===== src/design/pdg_pkg.sv =====
// ****************************************************************
// shared constants for the phase detector gain block
// ****************************************************************
package pdg_pkg;

	// register indices; byte address is four times the index
	localparam logic [7:0] PDG_IDX_DAMPING = 8'h6B; // main loop damping
	localparam logic [7:0] PDG_IDX_AUX     = 8'h6C; // aux loop gain cfg
	localparam logic [7:0] PDG_IDX_MAIN    = 8'h6D; // main loop gain cfg
	localparam logic [7:0] PDG_IDX_STATUS  = 8'h7E; // applied gain status

	// reset values
	localparam logic [7:0] PDG_RST_DAMPING = 8'h13;
	localparam logic [7:0] PDG_RST_AUX     = 8'hC2;
	localparam logic [7:0] PDG_RST_MAIN    = 8'hC2;

	// writable bit masks; unused bits read as zero
	localparam logic [7:0] PDG_MASK_GAIN    = 8'hF7; // bit 3 unused
	localparam logic [7:0] PDG_MASK_DAMPING = 8'h77; // bits 7, 3 unused

	// field positions inside gain and damping registers
	localparam int PDG_AUTO_EN_BIT = 7; // automatic gain enable
	localparam int PDG_ANA_LSB     = 4; // analog gain, bits 6:4
	localparam int PDG_DIG_LSB     = 0; // digital gain, bits 2:0
	localparam int PDG_LOW_LSB     = 4; // low-ref gain in damping 6:4
	localparam int PDG_GAIN_W      = 3; // width of every gain field

	// status register layout
	localparam int PDG_ST_MAIN_EN   = 7;
	localparam int PDG_ST_MAIN_GAIN = 4;
	localparam int PDG_ST_AUX_EN    = 3;
	localparam int PDG_ST_AUX_GAIN  = 0;

	// locking mode reported by each loop's datapath
	typedef enum logic [1:0] {
		PDG_MODE_DIGITAL,
		PDG_MODE_ANALOG_HIGH,
		PDG_MODE_ANALOG_LOW
	} pdg_mode_e;

	typedef logic [PDG_GAIN_W-1:0] pdg_gain_t;

endpackage


===== src/design/pdg_top.sv =====
`timescale 1ns/1ps

// ****************************************************************
// apb register bank and gain selection for both loops
// ****************************************************************
// Notes on behaviour
// - main enable zero disables second detector
// - enable one picks gain by lock mode
// - aux analog above 8 kHz uses bits 6:4
// - main analog high reference uses bits 6:4
// - aux digital feedback uses bits 2:0
// - auto disabled always applies digital gain
// - main analog low reference uses damping 6:4
module pdg_top
	import pdg_pkg::*;
#(
	parameter int ADDR_W = 12 // apb address width
)(
	input  wire logic              pclk,
	input  wire logic              presetn,
	input  wire logic              psel,
	input  wire logic              penable,
	input  wire logic              pwrite,
	input  wire logic [ADDR_W-1:0] paddr,
	input  wire logic [31:0]       pwdata,
	input  wire logic [3:0]        pstrb,
	output logic                   pready,
	output logic [31:0]            prdata,
	output logic                   pslverr,
	input  wire pdg_pkg::pdg_mode_e main_loop_mode,
	input  wire pdg_pkg::pdg_mode_e aux_loop_mode,
	output logic                   main_loop_pd_en,
	output pdg_pkg::pdg_gain_t     main_loop_pd_gain,
	output logic                   aux_loop_pd_en,
	output pdg_pkg::pdg_gain_t     aux_loop_pd_gain,
	output logic [2:0]             main_loop_damping
);
	import pdg_pkg::*;

	// ************************************************************
	// elaboration check
	// ************************************************************
	if (ADDR_W < 10 || ADDR_W > 32) begin : g_chk
		$error("pdg_top: ADDR_W must be 10 to 32");
	end

	// ************************************************************
	// register state
	// ************************************************************
	logic [7:0]  main_cfg_q;    // main loop gain config
	logic [7:0]  main_cfg_d;
	logic [7:0]  aux_cfg_q;     // aux loop gain config
	logic [7:0]  aux_cfg_d;
	logic [7:0]  damping_q;     // main loop damping config
	logic [7:0]  damping_d;
	logic [31:0] prdata_q;      // registered read data
	logic [31:0] prdata_d;
	logic        err_q;         // registered error answer
	logic        err_d;
	logic [7:0]  status;        // applied gains view
	logic        access;        // access phase this cycle
	logic        wr_en;         // write with low lane enabled
	logic        hit;           // address maps to a register
	logic [7:0]  idx;           // word index
	logic        aligned;       // word aligned, in range

	assign access  = psel && penable;
	assign idx     = paddr[9:2];
	assign aligned = (paddr[1:0] == 2'b00) &&
		(ADDR_W == 10 || paddr[ADDR_W-1:10] == '0);
	assign wr_en   = access && pwrite && pstrb[0];

	// address decode
	always_comb begin
		hit = 1'b0;
		if (aligned) begin
			case (idx)
				PDG_IDX_DAMPING, PDG_IDX_AUX, PDG_IDX_MAIN,
				PDG_IDX_STATUS: begin
					hit = 1'b1;
				end
				default: begin
					hit = 1'b0;
				end
			endcase
		end
	end

	// status word from the applied gains
	always_comb begin
		status = '0;
		status[PDG_ST_MAIN_EN] = main_loop_pd_en;
		status[PDG_ST_MAIN_GAIN +: PDG_GAIN_W] = main_loop_pd_gain;
		status[PDG_ST_AUX_EN] = aux_loop_pd_en;
		status[PDG_ST_AUX_GAIN +: PDG_GAIN_W] = aux_loop_pd_gain;
	end

	// next register values; unused bits masked
	always_comb begin
		main_cfg_d = main_cfg_q;
		aux_cfg_d  = aux_cfg_q;
		damping_d  = damping_q;
		if (wr_en && hit) begin
			case (idx)
				PDG_IDX_MAIN: begin
					main_cfg_d = pwdata[7:0] & PDG_MASK_GAIN;
				end
				PDG_IDX_AUX: begin
					aux_cfg_d = pwdata[7:0] & PDG_MASK_GAIN;
				end
				PDG_IDX_DAMPING: begin
					damping_d = pwdata[7:0] & PDG_MASK_DAMPING;
				end
				default: begin
					damping_d = damping_q; // status is read only
				end
			endcase
		end
	end

	// read data and error for the next cycle's answer
	always_comb begin
		prdata_d = '0;
		err_d    = 1'b0;
		if (psel && !penable) begin
			err_d = !hit;
			if (!pwrite && hit) begin
				case (idx)
					PDG_IDX_MAIN: begin
						prdata_d[7:0] = main_cfg_q;
					end
					PDG_IDX_AUX: begin
						prdata_d[7:0] = aux_cfg_q;
					end
					PDG_IDX_DAMPING: begin
						prdata_d[7:0] = damping_q;
					end
					default: begin
						prdata_d[7:0] = status;
					end
				endcase
			end
		end else if (access) begin
			prdata_d = prdata_q;
			err_d    = err_q;
		end
	end

	// register flops
	always_ff @(posedge pclk or negedge presetn) begin
		if (!presetn) begin
			main_cfg_q <= PDG_RST_MAIN;
			aux_cfg_q  <= PDG_RST_AUX;
			damping_q  <= PDG_RST_DAMPING;
			prdata_q   <= '0;
			err_q      <= 1'b0;
		end else begin
			main_cfg_q <= main_cfg_d;
			aux_cfg_q  <= aux_cfg_d;
			damping_q  <= damping_d;
			prdata_q   <= prdata_d;
			err_q      <= err_d;
		end
	end

	// ************************************************************
	// apb answer: one access cycle, no wait states
	// ************************************************************
	assign pready  = 1'b1;
	assign prdata  = prdata_q;
	assign pslverr = access && err_q;
	assign main_loop_damping = damping_q[2:0];

	// ************************************************************
	// gain selection per loop
	// ************************************************************
	pdg_gain_sel u_main_sel (
		.pclk         (pclk),
		.presetn      (presetn),
		.auto_en      (main_cfg_q[PDG_AUTO_EN_BIT]),
		.lock_mode    (main_loop_mode),
		.analog_gain  (main_cfg_q[PDG_ANA_LSB +: PDG_GAIN_W]),
		.low_gain     (damping_q[PDG_LOW_LSB +: PDG_GAIN_W]),
		.digital_gain (main_cfg_q[PDG_DIG_LSB +: PDG_GAIN_W]),
		.pd_en        (main_loop_pd_en),
		.pd_gain      (main_loop_pd_gain)
	);

	// aux loop has no low-reference field; analog field serves both
	pdg_gain_sel u_aux_sel (
		.pclk         (pclk),
		.presetn      (presetn),
		.auto_en      (aux_cfg_q[PDG_AUTO_EN_BIT]),
		.lock_mode    (aux_loop_mode),
		.analog_gain  (aux_cfg_q[PDG_ANA_LSB +: PDG_GAIN_W]),
		.low_gain     (aux_cfg_q[PDG_ANA_LSB +: PDG_GAIN_W]),
		.digital_gain (aux_cfg_q[PDG_DIG_LSB +: PDG_GAIN_W]),
		.pd_en        (aux_loop_pd_en),
		.pd_gain      (aux_loop_pd_gain)
	);

endmodule


===== src/design/pdg_gain_sel.sv =====
`timescale 1ns/1ps

// ****************************************************************
// gain selection for one loop's second phase detector
// ****************************************************************
module pdg_gain_sel
	import pdg_pkg::*;
(
	input  wire logic             pclk,
	input  wire logic             presetn,
	input  wire logic             auto_en,      // automatic gain enable
	input  wire pdg_mode_e        lock_mode,    // loop locking mode
	input  wire pdg_pkg::pdg_gain_t analog_gain,  // above 8 kHz, analog
	input  wire pdg_pkg::pdg_gain_t low_gain,     // 8 kHz or less, analog
	input  wire pdg_pkg::pdg_gain_t digital_gain, // digital feedback
	output logic                  pd_en,        // detector in use
	output pdg_pkg::pdg_gain_t    pd_gain       // applied gain
);

	logic      en_d;   // next enable
	pdg_gain_t gain_d; // next gain

	// pick gain from locking mode
	always_comb begin
		en_d   = auto_en;
		gain_d = digital_gain;
		if (auto_en) begin
			case (lock_mode)
				PDG_MODE_DIGITAL: begin
					gain_d = digital_gain;
				end
				PDG_MODE_ANALOG_HIGH: begin
					gain_d = analog_gain;
				end
				PDG_MODE_ANALOG_LOW: begin
					gain_d = low_gain;
				end
				default: begin
					gain_d = digital_gain;
				end
			endcase
		end
	end

	// register outputs
	always_ff @(posedge pclk or negedge presetn) begin
		if (!presetn) begin
			pd_en   <= 1'b0;
			pd_gain <= '0;
		end else begin
			pd_en   <= en_d;
			pd_gain <= gain_d;
		end
	end

endmodule


===== config.mk =====
export PLATFORM = sky130hd
export DESIGN_NAME = pdg_top
export DESIGN_NICKNAME = d
export VERILOG_FILES = /design/src/design/pdg_pkg.sv /design/src/design/pdg_top.sv /design/src/design/pdg_gain_sel.sv
export SDC_FILE = /design/constraint.sdc
export NUM_CORES = 1
export LEC_CHECK = 0
export BUFFER_PORTS_ARGS = -buffer_cell sky130_fd_sc_hd__buf_2
export CAP_MARGIN = 10
export CELL_PAD_IN_SITES_DETAIL_PLACEMENT = 1
export CELL_PAD_IN_SITES_GLOBAL_PLACEMENT = 2
export CORE_MARGIN = 1.5
export CORE_UTILIZATION = 28
export DETAILED_ROUTE_END_ITERATION = 6
export HOLD_SLACK_MARGIN = 0.15
export PLACE_DENSITY = 0.86
export SLEW_MARGIN = 20
export SYNTH_ARGS = -nofsm -noshare
export SYNTH_HDL_FRONTEND = slang
export SYNTH_SLANG_ARGS = --single-unit

===== constraint.sdc =====
create_clock -name pclk -period 2.18 [get_ports pclk]
set_clock_uncertainty 0.15 [all_clocks]
set_input_delay 0.109 -clock pclk [delete_from_list [all_inputs] [get_ports pclk]]
set_output_delay 0.109 -clock pclk [all_outputs]
set_load 0.01 [all_outputs]

==> Implementation_results.wiki <==
{| class="wikitable"
! Metric !! Value
|-
| Status || finished clean
|-
| Post-synthesis sequential area ratio || 47.6%
|-
| Vert. Die Dim || 86.8 microns
|-
| Global-route wire length before repair || 7200 microns
|-
| Iteration count of the initial detailed-routing pass || 4
|-
| Category of the critical setup timing path || input port to register
|-
| Buffer levels on the longest clock path || 2
|-
| Final GP Congestion || 0.810
|-
| Cell accounting for the most synthesized area || sky130_fd_sc_hd__dfrtp_1
|-
| Number of pins exceeding their max-slew limit in the final report || 0
|-
| Crit path arrival time || 2.17 ns
|-
| CTS sink count || 37
|-
| Number of enable flip-flop cells after synthesis || 0
|-
| LEAKAGE || 1.22 nW
|-
| Post-Route Setup TNS || 0 ns
|-
| Setup ws final || 0.0899 ns
|-
| Total grt overflow || 0
|-
| Final critical-path required period || 2.09 ns
|-
| PD cells || 611 nW/um^2
|-
| Number of setup buffers added after CTS || 0
|-
| Share of the clock period used by the worst path || 95.9%
|-
| Tightest Pin Transition || 0.815 ns
|-
| Clock slew seen by the registers of the worst setup and hold paths || 0.08 ns
|-
| Drt total wl || 4570 microns
|-
| Top-area cell type share of the netlist area || 35.6%
|-
| Compound-gate portion of the synthesized area || 10.4%
|-
| Routed wire per std cell || 13.9 microns
|-
| Area share of xor/xnor cells in the synthesized design || 0.445%
|-
| Fraction of registers with async set or reset after synthesis || 100%
|-
| Pin count of the biggest net entering global routing || 38
|-
| Worst hold path class || input port to register
|-
| RSZ-0062 raised after global routing || no
|-
| Avg Vias per Cell || 4.32
|-
| Worst skew pair latency || 0.29 ns
|-
| Worst IR Drop VDD || 0.216 mV
|-
| Proportion of layout cells with a drive suffix above 1 || 40.6%
|-
| Antenna-violating nets left || 0
|-
| Number of buffer cells added on primary ports || 48
|-
| Critical-path maximum fanout || 8
|-
| Number of global-route vias before repair || 1,477
|-
| Starting Density || 29.0%
|-
| Number of diodes added for antenna fixing || 0
|-
| Required time of the critical path || 2.26 ns
|-
| Avg Synthesized Cell Area || 11.4 sq um
|-
| Total count of hold-check failures in the final report || 0
|-
| Total core area || 6790 sq um
|-
| Commonest register cell after synthesis || sky130_fd_sc_hd__dfrtp_1
|-
| Max transition margin || 45.7%
|-
| Area of the mapped netlist || 1970 sq um
|-
| Post-synth top cells || sky130_fd_sc_hd__buf_4, sky130_fd_sc_hd__dfrtp_1, sky130_fd_sc_hd__mux2_2
|-
| Final-report setup violation count || 0
|-
| Number of buffers inserted during clock tree synthesis || 5
|-
| Worst slack after detailed placement || 0.114 ns
|-
| Fraction of synthesized area in multiplexers || 16.8%
|-
| Floorplan die width || 86.8 microns
|-
| Number of design-rule violations left by the first detailed-router iteration || 59
|-
| Number of nets in the finished design || 292
|-
| CTS H-tree depth || 2
|-
| Unique cell type count in the Yosys netlist || 34
|-
| Sort of element at the start of the critical path || input port
|-
| Max-cap violation count || 0
|-
| Overall via count from detail_route || 1,426
|-
| Highest clock rate || 478 MHz
|-
| Dominant combinational cell family by area after synthesis || multiplexers
|-
| Top Ports || 102
|-
| Number of rows created at floorplan || 30
|-
| Synthesis-to-finish area growth || 26.1%
|-
| Cell types occupying the most area after synthesis || sky130_fd_sc_hd__dfrtp_1, sky130_fd_sc_hd__mux2_2, sky130_fd_sc_hd__dfstp_2
|-
| Antenna violations before repair || 0
|-
| Adder-cell share of the synthesized area || 1.27%
|-
| Detailed-route DRC error count || 0
|-
| Simple-gate share of the synthesized area || 11.1%
|-
| Total number of yosys warnings || 0
|-
| Endpoint type of the worst setup path || register
|-
| Half-perimeter wire length of the detailed placement result || 3440 microns
|-
| Post-Syn Instances || 172
|-
| CTS tree || built
|-
| #FFs+latches synth || 37
|-
| Area of the die || 7540 sq um
|-
| GRT Util Overall || 12.7%
|-
| Buffer cell driving the clock tree root || sky130_fd_sc_hd__clkbuf_8
|}
layout by cell type, fill, tap and decap left out, types with 3 or more instances in the layout:
cell type / instances
sky130_fd_sc_hd__a22oi_1: 9
sky130_fd_sc_hd__buf_2: 48
sky130_fd_sc_hd__clkbuf_8: 5
sky130_fd_sc_hd__conb_1: 25
sky130_fd_sc_hd__dfrtp_1: 28
sky130_fd_sc_hd__dfstp_2: 9
sky130_fd_sc_hd__dlygate4sd3_1: 13
sky130_fd_sc_hd__inv_1: 3
sky130_fd_sc_hd__mux2_2: 24
sky130_fd_sc_hd__mux2i_1: 6
sky130_fd_sc_hd__nand2_1: 15
sky130_fd_sc_hd__o21ai_0: 12
sky130_fd_sc_hd__o2bb2ai_1: 6
sequential cells by signal, indices dropped and copies added (netlist names):
signal,cells
prdata,8
aux_cfg_q,7
main_cfg_q,7
damping_q,6
u_aux_sel.pd_gain,3
u_main_sel.pd_gain,3
err_q,1
u_aux_sel.pd_en,1
u_main_sel.pd_en,1
logic make-up (layout without fill, tap and decap cells):
logic type	after synthesis	in the layout
flops	37	37
simple gates	35	35
buf+inv	35	74
compound gates	30	30
mux	30	30
fa+ha+maj	2	2
other cells	2	25
xor+xnor	1	1
path summary, 6_finish.rpt:
check / start / slack, ns / cells after the start / end
max in group asynchronous: presetn / 1.07 / 2 / aux_cfg_q[0]
hold reg to reg: aux_cfg_q[7] / 0.28 / 0 / u_aux_sel.pd_en
setup / recovery: paddr[3] / 0.09 / 6 / err_q
hold / removal: aux_loop_mode[0] / 0.17 / 4 / u_aux_sel.pd_gain[2]
min in group asynchronous: presetn / 0.29 / 2 / prdata[2]
setup reg to reg: err_q / 0.25 / 4 / err_q
critical path, cell delays in order:
cell                            delay [ns]
sky130_fd_sc_hd__dlygate4sd3_1        0.54
sky130_fd_sc_hd__buf_2                0.15
sky130_fd_sc_hd__and3b_1              0.28
sky130_fd_sc_hd__or3_1                0.41
sky130_fd_sc_hd__a31oi_1              0.13
sky130_fd_sc_hd__dlygate4sd3_1        0.56
final cells by class:
cell class | instances | area (sq um)
Fill cell | 780 | 4310
Clock buffer | 5 | 68.8
Multi-Input combinational cell | 123 | 881
Clock inverter | 3 | 65.1
Timing Repair Buffer | 63 | 398
Tap cell | 96 | 120
Sequential cell | 37 | 937
Inverter | 3 | 11.3
per-stage QoR:
stage               instance area, sq um  cells  power [mW]  hold WS (ns)  utilization, %
global placement                    2220    309       0.802        0.0836            32.6
floorplan                           2050    195       0.784        -0.337               -
detailed placement                  2220    309       0.805         0.102            32.6
global route                        2480    330        1.57         0.182            36.5
CTS                                 2480    330        1.53         0.169            36.5
finish                              2480    330        1.52         0.167            36.5
layer usage:
layer  GRT usage, %  part of all wire [%]
met1           14.4                    42
met5              0                     0
met4           3.96                   1.0
met2           23.1                    53
met3           3.24                   4.1
what timing repair did:
action	4_1_cts	5_1_grt
hold endpoints to repair	49	0
hold buffers	13	0
setup endpoints to repair	0	0
gates resized for setup	0	0
report_power, final:
| part | leakage, nW | switching [mW] | internal, mW | total (mW) |
|---|---|---|---|---|
| Sequential | 0.483 | 0.000790 | 0.688 | 0.689 |
| Combinational | 0.666 | 0.0736 | 0.0476 | 0.121 |
| Clock | 0.0681 | 0.250 | 0.455 | 0.705 |
(Power assumes the default switching activity.)
